`src/hdl/psc_defines.svh`:
```
// timing counts, encodings and limits for the pulse setup and optical session
// assumes a 50 MHz core clock
`ifndef PSC_DEFINES_SVH
`define PSC_DEFINES_SVH
// ============================================================
// clock and times
`define PSC_CLK_HZ 50000000
`define PSC_LONG_PRESS_S 4
`define PSC_SESSION_S 4
`define PSC_IDLE_OFF_S 120
`define PSC_LONG_PRESS_CYC (`PSC_CLK_HZ * `PSC_LONG_PRESS_S)
`define PSC_SESSION_CYC (`PSC_CLK_HZ * `PSC_SESSION_S)
`define PSC_IDLE_OFF_CYC (64'(`PSC_CLK_HZ) * 64'(`PSC_IDLE_OFF_S))
`define PSC_DAY_S 86400
`define PSC_DAY_CYC (64'(`PSC_CLK_HZ) * 64'(`PSC_DAY_S))
// ============================================================
// pulse value codes, 0 is 1 l/pulse (factory default)
`define PSC_PV_DEFAULT 3'h0
`define PSC_PV_LAST 3'h7
// ============================================================
// read-out budget
`define PSC_BUDGET_DAILY 8'h04
`define PSC_BUDGET_MAX 8'h1e
`endif

```
`src/hdl/psc_pkg.sv`:
```
// types shared by the pulse setup and optical session block
package psc_pkg;
  // pulse value codes: 1,2.5,10,25,100,250,1000,2500 l/pulse
  typedef logic [2:0] psc_pulse_t;
  typedef logic [1:0] psc_decimals_t;
  typedef enum logic [2:0] {
    PSC_SES_IDLE = 3'b001,
    PSC_SES_OPEN = 3'b010,
    PSC_SES_SHUT = 3'b100
  } psc_ses_t;
endpackage

```
`src/hdl/psc_sync_if.sv`:
```
// bundle of synchronised pin levels between the top and its input stage
`timescale 1ns/100ps
interface psc_sync_if;
  logic button;
  logic mains;
  logic flow_pulse;
  modport src (output button, mains, flow_pulse);
  modport dst (input button, mains, flow_pulse);
endinterface

```
`src/hdl/psc_pin_sync.sv`:
```
// three-flop synchronisers for the asynchronous pins
// assumes pins are stable levels far slower than the core clock
`timescale 1ns/100ps
module psc_pin_sync #(
  parameter int N = 3
) (
  input wire logic core_clk_i, // core clock
  input wire logic rst_n_i, // synchronised reset, active low
  input wire logic [N-1:0] pin_i, // raw pins
  output logic [N-1:0] lvl_o // filtered levels
);
  // ============================================================
  // per-pin chain: a change counts once stages two and three agree
  genvar g;
  generate
    for (g = 0; g < N; g++) begin : g_pin
      logic s1, s2, s3;
      always_ff @(posedge core_clk_i or negedge rst_n_i) begin
        if (!rst_n_i) begin
          s1 <= 1'b0;
          s2 <= 1'b0;
          s3 <= 1'b0;
          lvl_o[g] <= 1'b0;
        end else begin
          s1 <= pin_i[g];
          s2 <= s1;
          s3 <= s2;
          if (s2 == s3) begin
            lvl_o[g] <= s3;
          end
        end
      end
    end
  endgenerate
endmodule

```
`src/hdl/psc_top.sv`:
```
// pulse value setup, optical session control and supply indication
// assumes a debounced button, an external uart flagging frames, 50 MHz clock
`timescale 1ns/100ps
`include "psc_defines.svh"
module psc_top #(
  parameter int LONG_CYC = `PSC_LONG_PRESS_CYC,
  parameter int SES_CYC = `PSC_SESSION_CYC,
  parameter longint IDLE_CYC = `PSC_IDLE_OFF_CYC,
  parameter longint DAY_CYC = `PSC_DAY_CYC,
  parameter bit PRESET_VARIANT = 1'b0
) (
  input wire logic core_clk_i, // 50 MHz clock
  input wire logic rstn_i, // async reset, active low
  input wire logic button_i, // push-button pin, high pressed
  input wire logic mains_i, // external supply sense pin
  input wire logic flow_pulse_i, // flow meter pulse pin
  input wire logic wake_hdr_i, // uart saw the wake header, pulse
  input wire logic valid_frame_i, // uart saw a valid exchange, pulse
  output psc_pkg::psc_pulse_t pulse_val_o, // shown or committed value
  output logic pulse_locked_o, // value committed
  output psc_pkg::psc_decimals_t decimals_o, // display decimals
  output logic display_on_o, // display enabled
  output logic optical_open_o, // optical session open
  output logic mains_icon_o, // mains plug pictogram
  output logic on_battery_o, // running from backup battery
  output logic [7:0] budget_o // read-outs left
);
  import psc_pkg::*;
  // ============================================================
  // reset release
  logic rst_a, rst_n;
  always_ff @(posedge core_clk_i or negedge rstn_i) begin
    if (!rstn_i) begin
      rst_a <= 1'b0;
      rst_n <= 1'b0;
    end else begin
      rst_a <= 1'b1;
      rst_n <= rst_a;
    end
  end
  // ============================================================
  // pin synchronisers
  psc_sync_if sif ();
  logic [2:0] lvl;
  psc_pin_sync #(.N(3)) u_sync (
    .core_clk_i(core_clk_i),
    .rst_n_i(rst_n),
    .pin_i({flow_pulse_i, mains_i, button_i}),
    .lvl_o(lvl)
  );
  assign sif.button = lvl[0];
  assign sif.mains = lvl[1];
  assign sif.flow_pulse = lvl[2];
  // ============================================================
  // button press timing
  logic btn_q, flow_q;
  logic [31:0] hold_cnt;
  logic long_fired;
  logic brief_ev, long_ev, press_ev, flow_ev;
  assign press_ev = sif.button & ~btn_q;
  // brief on release before threshold
  assign brief_ev = ~sif.button & btn_q & ~long_fired;
  // long fires once on the threshold cycle
  assign long_ev = sif.button & ~long_fired &
                   (hold_cnt == 32'(LONG_CYC - 1));
  assign flow_ev = sif.flow_pulse & ~flow_q;
  always_ff @(posedge core_clk_i or negedge rst_n) begin
    if (!rst_n) begin
      btn_q <= 1'b0;
      flow_q <= 1'b0;
      hold_cnt <= 32'h0;
      long_fired <= 1'b0;
    end else begin
      btn_q <= sif.button;
      flow_q <= sif.flow_pulse;
      if (!sif.button) begin
        hold_cnt <= 32'h0;
        long_fired <= 1'b0;
      end else begin
        if (hold_cnt != 32'(LONG_CYC - 1)) begin
          hold_cnt <= hold_cnt + 32'h1;
        end
        if (long_ev) begin
          long_fired <= 1'b1;
        end
      end
    end
  end
  // ============================================================
  // pulse value selection and commit; the flops model retained storage
  always_ff @(posedge core_clk_i or negedge rst_n) begin
    if (!rst_n) begin
      pulse_val_o <= `PSC_PV_DEFAULT;
      pulse_locked_o <= 1'b0;
    end else if (!pulse_locked_o) begin
      if (long_ev) begin
        pulse_locked_o <= 1'b1;
      end else if (PRESET_VARIANT && flow_ev) begin
        pulse_locked_o <= 1'b1;
      end else if (brief_ev) begin
        pulse_val_o <= pulse_val_o + 3'h1;
      end
    end
  end
  // decimals from pulse value pairs
  always_ff @(posedge core_clk_i or negedge rst_n) begin
    if (!rst_n) begin
      decimals_o <= 2'h3;
    end else begin
      decimals_o <= 2'h3 - 2'(pulse_val_o[2:1]);
    end
  end
  // ============================================================
  // optical session state machine
  psc_ses_t ses, next_ses;
  logic [31:0] ses_cnt;
  logic ses_expire;
  logic grant;
  assign grant = budget_o != 8'h00;
  assign ses_expire = (ses == PSC_SES_OPEN) &&
                      (ses_cnt == 32'(SES_CYC - 1)) && !valid_frame_i;
  always_comb begin
    next_ses = ses;
    case (ses)
      PSC_SES_IDLE: begin
        if (wake_hdr_i && grant) begin
          next_ses = PSC_SES_OPEN;
        end
      end
      PSC_SES_OPEN: begin
        if (ses_expire) begin
          next_ses = PSC_SES_SHUT;
        end
      end
      PSC_SES_SHUT: next_ses = PSC_SES_IDLE;
      default: next_ses = PSC_SES_IDLE;
    endcase
  end
  always_ff @(posedge core_clk_i or negedge rst_n) begin
    if (!rst_n) begin
      ses <= PSC_SES_IDLE;
      ses_cnt <= 32'h0;
    end else begin
      ses <= next_ses;
      if (ses != PSC_SES_OPEN || valid_frame_i) begin
        ses_cnt <= 32'h0;
      end else begin
        ses_cnt <= ses_cnt + 32'h1;
      end
    end
  end
  always_ff @(posedge core_clk_i or negedge rst_n) begin
    if (!rst_n) begin
      optical_open_o <= 1'b0;
    end else begin
      optical_open_o <= (next_ses == PSC_SES_OPEN);
    end
  end
  // ============================================================
  // read-out budget: refilled daily, unused allowance accumulates up to PSC_BUDGET_MAX (8'h1e)
  logic [63:0] day_cnt;
  logic day_ev, read_ev;
  assign day_ev = day_cnt == 64'(DAY_CYC - 1);
  assign read_ev = (ses == PSC_SES_IDLE) && wake_hdr_i && grant;
  always_ff @(posedge core_clk_i or negedge rst_n) begin
    if (!rst_n) begin
      day_cnt <= 64'h0;
      budget_o <= `PSC_BUDGET_DAILY;
    end else begin
      day_cnt <= day_ev ? 64'h0 : day_cnt + 64'h1;
      if (day_ev) begin
        if (budget_o > `PSC_BUDGET_MAX - `PSC_BUDGET_DAILY) begin
          budget_o <= `PSC_BUDGET_MAX - 8'(read_ev);
        end else begin
          budget_o <= budget_o + `PSC_BUDGET_DAILY - 8'(read_ev);
        end
      end else if (read_ev) begin
        budget_o <= budget_o - 8'h01;
      end
    end
  end
  // ============================================================
  // display on/off
  logic [63:0] idle_cnt;
  always_ff @(posedge core_clk_i or negedge rst_n) begin
    if (!rst_n) begin
      idle_cnt <= 64'h0;
      display_on_o <= 1'b0;
    end else begin
      if (press_ev) begin
        idle_cnt <= 64'h0;
        display_on_o <= 1'b1;
      end else if (ses_expire) begin
        display_on_o <= 1'b0;
      end else if (display_on_o && !sif.button) begin
        if (idle_cnt == 64'(IDLE_CYC - 1)) begin
          display_on_o <= 1'b0;
        end else begin
          idle_cnt <= idle_cnt + 64'h1;
        end
      end
    end
  end
  // ============================================================
  // supply indication
  always_ff @(posedge core_clk_i or negedge rst_n) begin
    if (!rst_n) begin
      mains_icon_o <= 1'b0;
      on_battery_o <= 1'b1;
    end else begin
      mains_icon_o <= sif.mains;
      on_battery_o <= ~sif.mains;
    end
  end
  // ============================================================
  // checks
  // once committed the value and the lock never move
  AST_LOCK_HOLD: assert property (
    @(posedge core_clk_i) disable iff (!rst_n)
    pulse_locked_o |=> pulse_locked_o && $stable(pulse_val_o))
    else $error("pulse value changed after commit");
  // a brief press while unset steps the code by one
  AST_BRIEF_STEP: assert property (
    @(posedge core_clk_i) disable iff (!rst_n)
    (brief_ev && !pulse_locked_o && !(PRESET_VARIANT && flow_ev))
    |=> pulse_val_o == $past(pulse_val_o) + 3'h1)
    else $error("brief press did not step value");
  // the threshold crossing commits on the next edge
  AST_LONG_LOCK: assert property (
    @(posedge core_clk_i) disable iff (!rst_n)
    long_ev |=> pulse_locked_o)
    else $error("long press did not commit");
  // the long action is a single-cycle event
  AST_LONG_ONCE: assert property (
    @(posedge core_clk_i) disable iff (!rst_n)
    long_ev |=> !long_ev)
    else $error("long press fired twice");
  // releasing after the threshold is not a brief press
  AST_LONG_NO_STEP: assert property (
    @(posedge core_clk_i) disable iff (!rst_n)
    (long_fired && !sif.button) |=> $stable(pulse_val_o))
    else $error("long press also stepped the value");
  // decimals follow the code pairs one cycle later
  AST_DECIMALS: assert property (
    @(posedge core_clk_i) disable iff (!rst_n)
    ##1 decimals_o == 2'h3 - 2'($past(pulse_val_o[2:1])))
    else $error("decimals mismatch");
  // a flow pulse does not commit outside the preset variant
  AST_FLOW_KEEP: assert property (
    @(posedge core_clk_i) disable iff (!rst_n)
    (!PRESET_VARIANT && flow_ev && !long_ev && !pulse_locked_o)
    |=> !pulse_locked_o)
    else $error("flow pulse committed the value");
  // no header, no session
  AST_WAKE_OPEN: assert property (
    @(posedge core_clk_i) disable iff (!rst_n)
    (ses == PSC_SES_IDLE && !wake_hdr_i) |=> !optical_open_o)
    else $error("port opened without header");
  // a granted header opens the port on the next edge
  AST_WAKE_GRANT: assert property (
    @(posedge core_clk_i) disable iff (!rst_n)
    read_ev |=> optical_open_o)
    else $error("granted header did not open the port");
  // the port stays open while the window is still running
  AST_OPEN_WIN: assert property (
    @(posedge core_clk_i) disable iff (!rst_n)
    (ses == PSC_SES_OPEN && ses_cnt < 32'(SES_CYC - 1)) |=> optical_open_o)
    else $error("session closed inside its window");
  // a valid exchange restarts the window
  AST_FRAME_RESTART: assert property (
    @(posedge core_clk_i) disable iff (!rst_n)
    (ses == PSC_SES_OPEN && valid_frame_i) |=> ses_cnt == 32'h0 &&
    ses == PSC_SES_OPEN)
    else $error("valid frame did not restart window");
  // expiry closes the port and blanks the display
  AST_EXPIRE_OFF: assert property (
    @(posedge core_clk_i) disable iff (!rst_n)
    (ses_expire && !press_ev) |=> !display_on_o && !optical_open_o)
    else $error("expiry left session or display on");
  // the shut state lasts one cycle
  AST_SHUT_IDLE: assert property (
    @(posedge core_clk_i) disable iff (!rst_n)
    ses == PSC_SES_SHUT |=> ses == PSC_SES_IDLE)
    else $error("session stuck after close");
  // an empty budget opens no new session
  AST_BUDGET: assert property (
    @(posedge core_clk_i) disable iff (!rst_n)
    (budget_o == 8'h00 && !day_ev) |=> !optical_open_o ||
    $past(optical_open_o))
    else $error("session granted with empty budget");
  // each granted read-out costs one unit
  AST_READ_COST: assert property (
    @(posedge core_clk_i) disable iff (!rst_n)
    (read_ev && !day_ev) |=> budget_o == $past(budget_o) - 8'h01)
    else $error("read-out not charged");
  // a quiet day never shrinks the allowance
  AST_DAY_GROW: assert property (
    @(posedge core_clk_i) disable iff (!rst_n)
    (day_ev && !read_ev) |=> budget_o >= $past(budget_o))
    else $error("daily refill lost allowance");
  // a press lights the display
  AST_PRESS_ON: assert property (
    @(posedge core_clk_i) disable iff (!rst_n)
    press_ev |=> display_on_o)
    else $error("press did not light the display");
  // the idle limit blanks the display
  AST_IDLE_OFF: assert property (
    @(posedge core_clk_i) disable iff (!rst_n)
    (display_on_o && !sif.button && !press_ev &&
    idle_cnt == 64'(IDLE_CYC - 1)) |=> !display_on_o)
    else $error("display stayed on past the idle limit");
  // the supply flags track the mains pin
  AST_MAINS: assert property (
    @(posedge core_clk_i) disable iff (!rst_n)
    ##1 mains_icon_o == $past(sif.mains) &&
    on_battery_o == !mains_icon_o)
    else $error("supply indication wrong");
endmodule

```
`config.mk`:
```
export PLATFORM = sky130hd
export DESIGN_NAME = psc_top
export DESIGN_NICKNAME = d
export VERILOG_FILES = /design/src/hdl/psc_pkg.sv /design/src/hdl/psc_sync_if.sv /design/src/hdl/psc_pin_sync.sv /design/src/hdl/psc_top.sv
export VERILOG_INCLUDE_DIRS = /design/src /design/src/hdl
export SDC_FILE = /design/constraint.sdc
export NUM_CORES = 1
export LEC_CHECK = 0
export ABC_CLOCK_PERIOD_IN_PS = 6200
export BUFFER_PORTS_ARGS = -buffer_cell sky130_fd_sc_hd__buf_4
export CAP_MARGIN = 20
export CELL_PAD_IN_SITES_DETAIL_PLACEMENT = 0
export CELL_PAD_IN_SITES_GLOBAL_PLACEMENT = 1
export CORE_ASPECT_RATIO = 1.75
export CORE_UTILIZATION = 45
export DETAILED_ROUTE_END_ITERATION = 12
export GPL_ROUTABILITY_DRIVEN = 0
export GPL_TIMING_DRIVEN = 0
export HOLD_SLACK_MARGIN = 0.06
export PLACE_DENSITY_LB_ADDON = 0.1
export SKIP_LAST_GASP = 1
export SYNTH_ARGS = -nofsm -noshare
export SYNTH_HDL_FRONTEND = slang
export SYNTH_SLANG_ARGS = --single-unit
```
`constraint.sdc`:
```
create_clock -name core_clk_i -period 6.2 [get_ports core_clk_i]
set_clock_uncertainty 0.05 [all_clocks]
set_input_delay 0 -clock core_clk_i [delete_from_list [all_inputs] [get_ports core_clk_i]]
set_output_delay 0 -clock core_clk_i [all_outputs]
set_load 0.01 [all_outputs]
```
=== After elaboration in Yosys (flattened, before gate mapping) ===
Index checks and enable logic that the tools add are counted.

* Register bits: 225
* Input port bits: 7
* Word-level logic and storage cells: 101
* Output and inout bits: 18

* Equality and inequality tests: 15
* Bitwise operators: 11
* Magnitude comparators: 1
* $add $sub $neg: 10
* Reduce and logical (&&, ||, !) cells: 17
* Muxes and demuxes: 22

{| class="wikitable"
|+ Operators with widths
! cell !! count
|-
| two-way mux 64 bit || 5
|-
| adder 64 x 1 -> 64 bit, second input constant || 2
|-
| two-way mux 32 bit || 3
|-
| adder 32 x 1 -> 32 bit, second input constant || 2
|-
| == test 32 x 28 -> 1 bit, second input constant || 2
|-
| == test 64 x 33 -> 1 bit, second input constant || 1
|-
| == test 64 x 42 -> 1 bit, second input constant || 1
|-
| inequality test 32 x 28 -> 1 bit, second input constant || 1
|-
| two-way mux 8 bit || 3
|-
| adder 8 x 3 -> 8 bit, second input constant || 1
|-
| greater-than comparator 8 x 5 -> 1 bit, second input constant || 1
|-
| two-way mux 1 bit || 8
|-
| inequality test 2 bit, second input constant || 4
|-
| nonzero test 8 bit || 1
|-
| subtractor 8 x 1 -> 8 bit || 1
|-
| subtractor 8 x 1 -> 8 bit, second input constant || 1
|-
| == test 3 x 2 -> 1 bit, second input constant || 2
|-
| logical AND 1 bit || 6
|-
| two-way mux 3 bit || 2
|-
| inverter 1 bit || 6
|-
| one-hot mux 3 bit (2 select lines) || 1
|-
| AND reduction 3 bit || 2
|-
| nonzero test 3 bit || 2
|-
| subtractor 5 x 1 -> 6 bit, first input constant || 1
|-
| other kinds (10) || 17
|}

=== Logic depth before layout (Yosys ltp) ===
Gate-level depths: netlist of run 1.

* Word-level depth: 6
* Gate-level depth with buffers: 16
* Depth with buffers taken out: 16

=== By module ===
From an unflattened synthesis of run 1, not the netlist that was laid out.

* Cell total of the unflattened synthesis: 1167
* Area, all modules: 11457.2 um^2

{| class="wikitable"
|+ By module, submodules not included
! module !! cells an instance !! sequential area each (um^2) !! area an instance (um^2) !! instances
|-
| psc_top || 1152 || 5436.5 || 11123.2 || 1
|-
| psc_pin_sync || 15 || 300.3 || 334.1 || 1
|}

=== Least setup slack after synthesis of run 1 ===
Ideal clock, no wire load.

* Path kind: reg-to-reg
* Start point: register budget_o[1]
* End point: register budget_o[7]
* Buffers on the path: 0
* Arrival time: 2846 ps
* Required time: 6022 ps
* Period minus slack after synthesis: 3024 ps
* Path slack: 3176 ps
* Library setup time: 128 ps
* Stages on the path, launching flop included: 17
* Cell sequence: dfrtp_1 > inv_1 > ha_1 > and3_1 > a31oi_1 > ha_1 > inv_1 > ha_1 > inv_1 > fa_1 > inv_1 > a211oi_1 > nor2_1 > nor2_1 > o21bai_1 > xor2_1 > o22ai_1

* Longest elaborated chain between the ends: 5
* Elaborated cells on any way between the ends: 11
* Classes of those cells: 4 x add/sub; 1 x order compare; 3 x mux; 3 x reduce/logical

{| class="wikitable"
|+ RTL lines
! element !! line !! RTL
|-
| from (decl) || psc_top.sv:26 || <nowiki>output logic [7:0] budget_o</nowiki>
|-
| from (signal assigned) || psc_top.sv:168 || <nowiki>budget_o <= `PSC_BUDGET_DAILY;</nowiki>
|-
| from (signal assigned) || psc_top.sv:173 || <nowiki>budget_o <= `PSC_BUDGET_MAX - 8'(read_ev);</nowiki>
|-
| from (signal assigned) || psc_top.sv:175 || <nowiki>budget_o <= budget_o + `PSC_BUDGET_DAILY - 8'(read_ev);</nowiki>
|-
| branches (longest 5 deep; another with adder 8 x 3 -> 8 bit) || n/a ||
|}

Parallel ways; which one is timed is not known. The select of a mux whose other input is x is not followed.
A chain may end at the register's enable or synchronous reset.

=== Final worst setup path of run 1 ===
Ends and elaborated chain as after synthesis.

==> key figures, run 1 <==
Run status
  • Run status: finished clean

Yosys
  • Count of flip-flops with a built-in enable after synthesis: 0
  • Sequential-to-total area share from yosys stat: 50.0%
  • Post-synthesis instance total: ~1.1k
  • Number of unique standard cell types used by synthesis: between 60 and 70
  • Summed instance area of the synthesized netlist: 11300 um^2
  • Avg Inst Size Synth: 9.94 um^2
  • Number of nets in the synthesized netlist: 1163
  • Main flop type after synthesis: sky130_fd_sc_hd__dfrtp_1
  • YS warnings: 0
  • #FFs+latches synth: 225
  • Share of synthesized registers carrying an async set or reset: 100%

CTS
  • TritonCTS Buffers: 23
  • Gates resized, CTS repair: 0
  • CTS tree: built
  • Number of clock sinks: 225
  • Number of buffers between clock root and the deepest sink: 3
  • Number of hold-repair buffers added at the cts stage: 7
  • Depth of the CTS H-tree: 1
  • Clock slew at reported path FFs: 0.06 ns
  • Worst skew pair latency: 0.52 ns
  • Clock tree root driver cell: sky130_fd_sc_hd__clkbuf_16
  • Post-CTS Setup Inserts: 0

Timing
  • Measured slew at the worst slew-check pin: roughly 1.1 ns
  • Final setup TNS: 0 ns
  • Fmax: 281 MHz
  • Worst slew margin relative to its limit: 27.0%
  • Final-report max-slew violation count: 0
  • Post-route fraction of the period consumed by the critical path: a little under three fifths
  • Period minus WS final: 3.56 ns
  • Final Hold Viols: 0
  • Setup violations, final: 0
  • Unrepaired setup endpoints after global routing: false

Power and ir drop
  • Power after layout: 3570 uW
  • Static leakage power: 0.00553 uW
  • Areal power density over the cells: 281 nW/um^2
  • Maximum vdd ir drop: 0.194 mV

Critical path
  • Critical Setup Path Class: reg2reg
  • Most used cell, CP: sky130_fd_sc_hd__inv_1
  • Endpoint type of the worst setup path: flip-flop
  • Critical Path Slowest Stage Cell: sky130_fd_sc_hd__a31oi_1
  • CP startpoint kind: flip-flop
  • Arrival time at the worst endpoint: 3.95 ns
  • Required time worst endpoint: 6.58 ns
  • Critical Path Max Stage Delay: 0.67 ns
  • Maximum fanout along the worst path: 10
  • Sequence of cells on the critical path: inv_1 -> ha_1 -> and3_1 -> a31oi_1 -> ha_1 -> inv_1 -> ha_1 -> inv_1 -> fa_1 -> inv_1 -> a211oi_1 -> nor2_1 -> nor2_1 -> o21bai_1 -> xor2_1 -> o22ai_1

Cells and area
  • Area of combinational cells with multiple inputs: approximately 5400 um^2
  • Area of all placed cells without fillers: 12700 um^2
  • Sequential standard cell area: 5640 um^2
  • Final net count: 1221
  • Share of final-layout standard cells stronger than drive strength 1: 8.28%
  • Count of antenna diodes in the layout: 0
  • Number of fill cells: 2292
  • Layout area overhead: 13.0%

Floorplanning
  • Horizontal die dimension: approximately 120 um
  • Placeable Area: around 25000 um^2
  • Std-Cell Rows: 76
  • Die height: 211 um
  • Effective utilization at floorplan: between 40 and 50%
  • Number of top-level pins: 25
  • Die area: 25700 um^2

Drt
  • Total detailed-routing wirelength: about 25000 um
  • Detailed Routing Iterations Pass 1: 6
  • Total number of vias: 8131
  • Via-to-Cell Ratio: 5.35
  • DRC viols: 0
  • Average routed wire per standard cell: 16.2 um
  • Drt initial violations: 300
  • Remaining antenna violation count after routing: 0

Flow run
  • Max Cap Violations: 0

Global route
  • Total congestion overflow: 0
  • Number of antenna violations at the first check in global routing: 0
  • Largest net degree at the start of global routing: 70
  • Wire length of the first global-routing pass: ~42000 um
  • Vias in the first global route: 8498
  • Global-route usage over all layers: 20.5%

Min path
  • Hold Path Class: in2reg

Placement
  • HPWL reported at the end of detailed placement: 17400 um
  • Cell area after placement: 11900 um^2
  • # port buffers: 23
## metrics by stage
step / hold WS, ns / util [%] / setup slack, ns / std cells
after global placement: -0.267 / 48.0 / 0.830 / 1469
after global routing: 0.0647 / 51.7 / 2.23 / 1520
final: 0.0951 / 51.7 / 2.64 / 1520
after floorplan: -0.346 / - / 2.46 / 1134
after detailed placement: -0.266 / 48.4 / 2.67 / 1472
after CTS: 0.0623 / 51.7 / 2.60 / 1520
## final cells by class
cell class | count | share of cell area, %
Sequential cell | 225 | 44.3
Multi-Input combinational cell | 848 | 42.4
Clock buffer | 32 | 5.26
Tap cell | 312 | 3.07
Timing Repair Buffer | 33 | 2.50
Buffer | 30 | 0.983
Inverter | 31 | 0.914
Clock inverter | 9 | 0.570
## cells by family (layout without fill, tap and decap cells)
family                   count (synthesis)  in the layout  share of synthesized area [%]
adder cells (fa/ha/maj)                 24             24                           2.69
other                                    1              1                         0.0333
AO/OA/AOI/OAI                           56             56                           3.31
XOR/XNOR                               181            181                           14.1
AND/OR/NAND/NOR                        581            581                           27.3
buffers and inverters                   61            135                           2.14
flip-flops                             225            225                           50.0
multiplexers                             5              5                          0.455
## layout by cell type (no fill, tap or decap), types with 4 or more instances in the layout
master / instances
sky130_fd_sc_hd__ha_1: 21
sky130_fd_sc_hd__nand3_1: 81
sky130_fd_sc_hd__nor2_1: 153
sky130_fd_sc_hd__or3_1: 14
sky130_fd_sc_hd__nor4b_1: 11
sky130_fd_sc_hd__or2_2: 6
sky130_fd_sc_hd__clkinv_2: 7
sky130_fd_sc_hd__dlygate4sd3_1: 7
sky130_fd_sc_hd__dfrtp_1: 219
sky130_fd_sc_hd__xnor2_1: 87
sky130_fd_sc_hd__nand4_1: 63
sky130_fd_sc_hd__and4_1: 14
sky130_fd_sc_hd__clkbuf_16: 23
sky130_fd_sc_hd__a21oi_1: 13
sky130_fd_sc_hd__clkbuf_1: 29
sky130_fd_sc_hd__o21ai_0: 17
sky130_fd_sc_hd__buf_4: 24
sky130_fd_sc_hd__nor4_1: 24
sky130_fd_sc_hd__nor4_2: 4
sky130_fd_sc_hd__inv_1: 31
sky130_fd_sc_hd__nor3_1: 18
sky130_fd_sc_hd__xor2_1: 94
sky130_fd_sc_hd__nand2b_1: 5
sky130_fd_sc_hd__nor2b_1: 11
sky130_fd_sc_hd__mux2i_1: 4
sky130_fd_sc_hd__nand2_1: 87
sky130_fd_sc_hd__o211ai_1: 4
sky130_fd_sc_hd__and2_1: 34
sky130_fd_sc_hd__dfstp_2: 5
sky130_fd_sc_hd__and3_1: 37
sky130_fd_sc_hd__clkbuf_8: 6
## where the power goes
| part | switching, uW | leakage, uW | internal, uW |
|---|---|---|---|
| logic | 317 | 0.00211 | 245 |
| registers | 83.4 | 0.00305 | 1550 |
| clock network | 581 | 0.000372 | 794 |
| total | 981 | 0.00553 | 2590 |
## state kept, by name, summed over array words and instances, names as in the netlist, 2 cells and up
register and cells:
ses 3, hold_cnt 32, day_cnt 64, pulse_val_o 3
u_sync.lvl_o 2, u_sync.g_pin.s2 2, ses_cnt 32, u_sync.g_pin.s1 2
u_sync.g_pin.s3 2, budget_o 8, decimals_o 2, idle_cnt 64
## Yosys cell counts, drive strengths merged, types with 2 or more instances
master / n / area (um^2)
clkbuf: 26 / 97.6
o211ai: 4 / 30.0
o31ai: 3 / 22.5
o22ai: 3 / 18.8
xor2: 94 / 823
and4: 14 / 123
or3: 14 / 87.6
o21a: 2 / 15.0
nand2: 88 / 333
inv: 31 / 116
dfstp: 5 / 131
a31oi: 2 / 12.5
or2: 7 / 43.8
nand3: 82 / 415
mux2i: 4 / 40.0
or4: 4 / 33.8
maj3: 2 / 20.0
nor4: 29 / 215
or4b: 4 / 40.0
xnor2: 87 / 762
a31o: 2 / 17.5
a211o: 2 / 17.5
a21oi: 13 / 65.1
nor2b: 11 / 68.8
nor3: 19 / 100
a2111oi: 2 / 42.5
o21ai: 17 / 85.1
and2: 34 / 213
a211oi: 2 / 15.0
nand4: 64 / 415
a21boi: 2 / 15.0
nand2b: 6 / 45.0
ha: 21 / 263
nor2: 154 / 581
and3: 37 / 231
buf: 4 / 27.5
nor4b: 12 / 111
dfrtp: 220 / 5510
## worst max-delay path: cells and delay by family, from the launching register on
kind / cells / cell delay [ns]
AOI/OAI and AO/OA: 4 / 1.19
adders and majority gates: 4 / 0.91
DFF: 1 / 0.43
and+or+nand+nor: 3 / 0.39
buffers and inverters: 4 / 0.37
xor gates and xnor gates: 1 / 0.14
## routing by layer
metal,track usage (%),wire length (um),vias to the layer above
met2,38.0,13200,102
met5,0,0,-
li1,-,-,4023
met4,7.45,730,0
met1,23.6,10000,3955
met3,2.42,664,51
## worst paths after layout
| kind | from | endpoint | slack (ns) | cells after the start |
|---|---|---|---|---|
| worst max-delay path | budget_o[1]$_DFFE_PN0P_ | budget_o[7]$_DFFE_PN0P_ | 2.64 | 16 |
| worst min-delay path | mains_i | u_sync.g_pin[1].s1$_DFF_PN0_ | 0.1 | 2 |
| worst max register to register | budget_o[1]$_DFFE_PN0P_ | budget_o[7]$_DFFE_PN0P_ | 2.64 | 16 |
| worst min register to register | u_sync.g_pin[0].s1$_DFF_PN0_ | u_sync.g_pin[0].s2$_DFF_PN0_ | 0.30 | 0 |
| max in group asynchronous | rst_n$_DFF_PN0_ | on_battery_o$_DFF_PN1_ | 4.59 | 2 |
| min in group asynchronous | rstn_i | rst_n$_DFF_PN0_ | 0.29 | 3 |
(Power assumes the default switching activity.)
==> run 2: changes to the inputs <==
--- a/config.mk
+++ b/config.mk
@@ -6,7 +6,7 @@
 export SDC_FILE = /design/constraint.sdc
 export NUM_CORES = 1
 export LEC_CHECK = 0
-export ABC_CLOCK_PERIOD_IN_PS = 6200
+export ABC_CLOCK_PERIOD_IN_PS = 3100
 export BUFFER_PORTS_ARGS = -buffer_cell sky130_fd_sc_hd__buf_4
 export CAP_MARGIN = 20
 export CELL_PAD_IN_SITES_DETAIL_PLACEMENT = 0
==> constraint.sdc (replaced) <==
create_clock -name core_clk_i -period 3.1 [get_ports core_clk_i]
set_clock_uncertainty 0.05 [all_clocks]
set_input_delay 0 -clock core_clk_i [delete_from_list [all_inputs] [get_ports core_clk_i]]
set_output_delay 0 -clock core_clk_i [all_outputs]
set_load 0.01 [all_outputs]
==> key figures, run 2 (same netlist as run 1, synthesis figures left out) <==
Min path
  • Hold Path Class: in2reg

CTS
  • Clock slew at reported path FFs: 0.06 ns
  • Number of buffers between clock root and the deepest sink: 3
  • TritonCTS Buffers: 23
  • Worst skew pair latency: 0.52 ns
  • CTS tree: built
  • Clock tree root driver cell: sky130_fd_sc_hd__clkbuf_16
  • Depth of the CTS H-tree: 1
  • Number of clock sinks: about 230

Placement
  • Post-placement setup slack: -0.438 ns
  • HPWL reported at the end of detailed placement: 17300 um
  • Placed cell count: approximately 1.5k
  • # port buffers: 23

Critical path
  • Critical path buffers and inverters: 4
  • Critical Setup Path Class: reg2reg
  • Maximum fanout along the worst path: 7
  • Required time worst endpoint: ~3.5 ns
  • Critical Path Max Stage Delay: 0.45 ns
  • Sequence of cells on the critical path: inv_1 -> ha_1 -> and3_1 -> a31oi_4 -> ha_1 -> inv_1 -> ha_1 -> inv_1 -> fa_1 -> inv_1 -> a211oi_2 -> nor2_1 -> nor2_1 -> o21bai_1 -> xor2_1 -> o22ai_1
  • Critical path's top delay family: adder cells
  • Arrival time at the worst endpoint: 3.44 ns
  • Most used cell, CP: sky130_fd_sc_hd__inv_1
  • Critical Path Slowest Stage Cell: sky130_fd_sc_hd__dfrtp_1
  • CP startpoint kind: flip-flop
  • Endpoint type of the worst setup path: flip-flop

Timing
  • Setup violations, final: 0
  • Final Hold Viols: 0
  • Unrepaired setup endpoints after global routing: true
  • Slack of the critical path: between 0.01 and 0.015 ns
  • Post-route fraction of the period consumed by the critical path: 99.7%
  • Measured slew at the worst slew-check pin: 0.720 ns
  • Fmax: about 320 MHz
  • Final-report max-slew violation count: 0
  • Final setup TNS: 0 ns
  • Period minus WS final: 3.09 ns
  • Worst slew margin relative to its limit: around half

Drt
  • Drt initial violations: 349
  • Detailed Routing Iterations Pass 1: 5
  • Total detailed-routing wirelength: 24800 um
  • DRC viols: 0
  • Via-to-Cell Ratio: 5.34
  • Total number of vias: ~8k
  • Remaining antenna violation count after routing: 0
  • Average routed wire per standard cell: between 15 and 20 um

Floorplanning
  • Std-Cell Rows: 76
  • Die height: about 210 um
  • Effective utilization at floorplan: 45.7%
  • Horizontal die dimension: 122 um
  • Placeable Area: ~25000 um^2
  • Number of top-level pins: 25
  • Die area: 25700 um^2

Power and ir drop
  • Power after layout: 7170 uW
  • Static leakage power: 0.00563 uW
  • Maximum vdd ir drop: 0.539 mV
  • Areal power density over the cells: between 500 and 600 nW/um^2

Global route
  • Total congestion overflow: 0
  • Number of antenna violations at the first check in global routing: 0
  • Wire length of the first global-routing pass: about 42000 um
  • Global-route usage over all layers: 20.4%
  • Vias in the first global route: 8403
  • Largest net degree at the start of global routing: between 60 and 70

Cells and area
  • Share of final-layout standard cells stronger than drive strength 1: 9.36%
  • Final net count: 1231
  • Top library cells by usage in the layout, fill and taps aside: sky130_fd_sc_hd__dfrtp_1, sky130_fd_sc_hd__nor2_1, sky130_fd_sc_hd__xor2_1, sky130_fd_sc_hd__nand2_1, sky130_fd_sc_hd__xnor2_1
  • Count of antenna diodes in the layout: 0
  • Non-filler cells in the finished layout: 1530
  • Post-route core utilization: 52.3%
  • Regs by FF count: day_cnt (64), idle_cnt (64)
  • Most common library cell in the layout ignoring fill and taps: sky130_fd_sc_hd__dfrtp_1
  • Layout area overhead: 14.4%

Run status
  • Run status: finished clean

Flow run
  • Max Cap Violations: 0
run 2: cell types whose count changed in the layout (fill, tap and decap cells not counted), moves of 2 or more:
cell                       before  now
sky130_fd_sc_hd__a211oi_2       0    2
sky130_fd_sc_hd__buf_4         24   32
sky130_fd_sc_hd__nor4_4         1    3
sky130_fd_sc_hd__clkbuf_8       6    8
sky130_fd_sc_hd__clkinv_2       7    4
sky130_fd_sc_hd__nor4_2         4    2
sky130_fd_sc_hd__a211oi_1       2    0
sky130_fd_sc_hd__buf_16         2    4
run 2: worst paths after layout:
kind | startpoint | end | slack (ns) | depth (start not counted)
max in group asynchronous | rst_n$_DFF_PN0_ | on_battery_o$_DFF_PN1_ | 1.92 | 2
min in group asynchronous | rst_n$_DFF_PN0_ | hold_cnt[13]$_DFFE_PN0P_ | 0.15 | 0
hold reg to reg | rst_n$_DFF_PN0_ | hold_cnt[13]$_DFFE_PN0P_ | 0.15 | 0
setup reg to reg | budget_o[1]$_DFFE_PN0P_ | budget_o[7]$_DFFE_PN0P_ | 0.01 | 16
hold / removal | button_i | u_sync.g_pin[0].s1$_DFF_PN0_ | 0.1 | 2
setup / recovery | budget_o[1]$_DFFE_PN0P_ | budget_o[7]$_DFFE_PN0P_ | 0.01 | 16
run 2: power breakdown:
group	switching, uW	leakage, uW	total [uW]	internal [uW]
Sequential	159	0.00305	3260	3110
Clock	1170	0.000366	2730	1560
Combinational	656	0.00221	1180	526
Total	1980	0.00563	7170	5190
run 2: final cells by class:
| class | count | area (um^2) |
|---|---|---|
| fill | 2289 | 11700 |
| sequential | 225 | 5640 |
| multi-input combinational | 848 | 5460 |
| clock buffer | 35 | 701 |
| timing repair buffer | 43 | 418 |
| tap | 312 | 390 |
| buffer | 30 | 126 |
| inverter | 31 | 116 |
| clock inverter | 6 | 36.3 |
run 2: stage by stage:
step                      cell area, um^2  hold slack (ns)
after detailed placement            11900           -0.263
after global placement              11800           -0.265
after CTS                           12800           0.0627
after floorplan                     11300           -0.346
after global routing                12900           0.0831
final                               12900           0.0978
run 2: repair_timing:
item                                   4_1_cts  5_1_grt
setup buffers                                0        8
hold buffers                                 7        0
gates resized for setup                      4        8
pin swaps                                    0        4
endpoints found under the hold margin       14        0
setup endpoints to repair                   35       61
run 2: metal layers:
layer / vias to the layer above / global-route usage, % / wire length (um)
li1: 4049 / - / -
met1: 4023 / 24.1 / 10200
met2: 64 / 38.3 / 13600
met3: 36 / 2.16 / 501
met4: 0 / 5.70 / 514
met5: - / 0 / 0
run 2: worst register-to-register path, delay by kind of cell (launching register included):
kind	cells	cell delay, ns
adders and majority gates	4	0.97
AOI/OAI and AO/OA	4	0.50
DFF	1	0.45
buffers and inverters	4	0.45
and+or+nand+nor	3	0.40
xor gates and xnor gates	1	0.16
==> run 3: changes to the inputs <==
--- a/config.mk
+++ b/config.mk
@@ -6,13 +6,13 @@
 export SDC_FILE = /design/constraint.sdc
 export NUM_CORES = 1
 export LEC_CHECK = 0
-export ABC_CLOCK_PERIOD_IN_PS = 3100
+export ABC_CLOCK_PERIOD_IN_PS = 3900
 export BUFFER_PORTS_ARGS = -buffer_cell sky130_fd_sc_hd__buf_4
 export CAP_MARGIN = 20
 export CELL_PAD_IN_SITES_DETAIL_PLACEMENT = 0
 export CELL_PAD_IN_SITES_GLOBAL_PLACEMENT = 1
 export CORE_ASPECT_RATIO = 1.75
-export CORE_UTILIZATION = 45
+export CORE_UTILIZATION = 54
 export DETAILED_ROUTE_END_ITERATION = 12
 export GPL_ROUTABILITY_DRIVEN = 0
 export GPL_TIMING_DRIVEN = 0
==> constraint.sdc (replaced) <==
create_clock -name core_clk_i -period 3.9 [get_ports core_clk_i]
set_clock_uncertainty 0.05 [all_clocks]
set_input_delay 0 -clock core_clk_i [delete_from_list [all_inputs] [get_ports core_clk_i]]
set_output_delay 0 -clock core_clk_i [all_outputs]
set_load 0.01 [all_outputs]
==> key figures, run 3 (same netlist as run 1, synthesis figures left out) <==
Critical path
  • Critical Setup Path Class: reg2reg
  • CP startpoint kind: flip-flop
  • Endpoint type of the worst setup path: flip-flop
  • Arrival time at the worst endpoint: 3.93 ns
  • Maximum fanout along the worst path: 10
  • Required time worst endpoint: 4.26 ns
  • Worst R2R Path Depth: 16

Drt
  • Drt initial violations: 478
  • Total detailed-routing wirelength: 23600 um
  • Remaining antenna violation count after routing: 0
  • Via-to-Cell Ratio: 5.64
  • DRC viols: 0
  • Detailed Routing Iterations Pass 1: 5
  • Average routed wire per standard cell: 16.2 um
  • Total number of vias: 8203

Run status
  • Run status: finished clean

Timing
  • Unrepaired setup endpoints after global routing: false
  • Setup violations, final: 0
  • Final-report max-slew violation count: 0
  • Measured slew at the worst slew-check pin: 1.13 ns
  • Worst slew margin relative to its limit: about a quarter
  • Period minus WS final: 3.57 ns
  • Fmax: 280 MHz
  • Final Hold Viols: 0
  • Slack of the critical path: 0.332 ns
  • Post-route fraction of the period consumed by the critical path: around 91%

Placement
  • Post-placement setup slack: 0.329 ns
  • # port buffers: 23
  • HPWL reported at the end of detailed placement: 16900 um
  • Cell area after placement: between 10000 and 15000 um^2

Min path
  • Hold Path Class: in2reg
  • Cells on Worst Hold Path: 2

Global route
  • Vias in the first global route: ~8.5k
  • Total congestion overflow: 0
  • Number of antenna violations at the first check in global routing: 0
  • Wire length of the first global-routing pass: 40400 um
  • Largest net degree at the start of global routing: 70
  • Global-route usage over all layers: 23.0%

CTS
  • Number of buffers between clock root and the deepest sink: 3
  • Worst skew pair latency: 0.51 ns
  • Number of hold-repair buffers added at the cts stage: 6
  • Post-CTS Setup Inserts: 0
  • Clock tree root driver cell: sky130_fd_sc_hd__clkbuf_16
  • TritonCTS Buffers: 22
  • Number of clock sinks: 225
  • Gates resized, CTS repair: 0
  • CTS tree: built
  • Clock slew at reported path FFs: around 0.060 ns
  • Depth of the CTS H-tree: 1

Cells and area
  • Share of final-layout standard cells stronger than drive strength 1: 8.12%
  • Area of all placed cells without fillers: 12700 um^2
  • Count of antenna diodes in the layout: 0
  • Top library cells by usage in the layout, fill and taps aside: sky130_fd_sc_hd__dfrtp_1, sky130_fd_sc_hd__nor2_1, sky130_fd_sc_hd__xor2_1, sky130_fd_sc_hd__nand2_1, sky130_fd_sc_hd__xnor2_1
  • Layout area overhead: 12.7%
  • Post-route core utilization: 62.3%
  • Regs by FF count: day_cnt (64), idle_cnt (64)
  • Final net count: 1220
  • Most common library cell in the layout ignoring fill and taps: sky130_fd_sc_hd__dfrtp_1

Floorplanning
  • Effective utilization at floorplan: 55.3%
  • Die area: 21500 um^2
  • Placeable Area: 20400 um^2
  • Number of top-level pins: 25
  • Die height: 193 um
  • Horizontal die dimension: 111 um
  • Std-Cell Rows: slightly below 70

Power and ir drop
  • Areal power density over the cells: ~460 nW/um^2
  • Static leakage power: about 0.0056 uW
  • Maximum vdd ir drop: 0.341 mV

Flow run
  • Max Cap Violations: 0
[run 3: per-stage QoR]
| step | instances | TNS, ns | power (uW) | hold WS [ns] |
|---|---|---|---|---|
| floorplan | 1134 | 0 | 3220 | -0.346 |
| detailed placement | 1409 | 0 | 3550 | -0.266 |
| finish | 1455 | 0 | 5840 | 0.0999 |
| CTS | 1455 | 0 | 5920 | 0.0760 |
| global placement | 1405 | -278.87 | 3520 | -0.268 |
| global route | 1455 | 0 | 6130 | 0.0736 |
[run 3: worst paths after layout]
check / startpoint / to / slack (ns)
max reg2reg: budget_o[0]$_DFFE_PN0P_ / budget_o[7]$_DFFE_PN0P_ / 0.33
max: budget_o[0]$_DFFE_PN0P_ / budget_o[7]$_DFFE_PN0P_ / 0.33
min reg2reg: rst_a$_DFF_PN0_ / rst_n$_DFF_PN0_ / 0.31
max in group asynchronous: rst_n$_DFF_PN0_ / on_battery_o$_DFF_PN1_ / 2.31
min in group asynchronous: rstn_i / rst_a$_DFF_PN0_ / 0.30
min: button_i / u_sync.g_pin[0].s1$_DFF_PN0_ / 0.1
[run 3: layout make-up]
type | instances | area, um^2
Clock buffer | 31 | 646
Clock inverter | 9 | 156
Fill cell | 1758 | 7680
Tap cell | 248 | 310
Buffer | 30 | 125
Inverter | 31 | 116
Sequential cell | 225 | 5640
Multi-Input combinational cell | 848 | 5390
Timing Repair Buffer | 33 | 313
[run 3: power breakdown]
part / switching [uW] / total, uW / internal, uW
Combinational: 509 / 900 / 391
Clock: 913 / 2340 / 1430
Sequential: 132 / 2600 / 2470
Total: 1550 / 5840 / 4280
[run 3: routing by layer]
layer	share of wire, %	track usage [%]	up-vias
li1	-	-	4020
met5	0	0	-
met2	53	44.1	101
met1	41	25.8	4024
met4	3.5	9.25	0
met3	2.6	2.75	58
[run 3: worst max-delay path, cell delays in order, from the launching register on]
cell	delay, ns
sky130_fd_sc_hd__dfrtp_1	0.44
sky130_fd_sc_hd__inv_1	0.13
sky130_fd_sc_hd__ha_1	0.25
sky130_fd_sc_hd__and3_1	0.22
sky130_fd_sc_hd__a31oi_1	0.66
sky130_fd_sc_hd__ha_1	0.27
sky130_fd_sc_hd__inv_1	0.04
sky130_fd_sc_hd__ha_1	0.18
sky130_fd_sc_hd__inv_1	0.08
sky130_fd_sc_hd__fa_1	0.20
sky130_fd_sc_hd__inv_1	0.07
sky130_fd_sc_hd__a211oi_1	0.32
sky130_fd_sc_hd__nor2_1	0.07
sky130_fd_sc_hd__nor2_1	0.11
sky130_fd_sc_hd__o21bai_1	0.08
sky130_fd_sc_hd__xor2_1	0.14
sky130_fd_sc_hd__o22ai_1	0.14
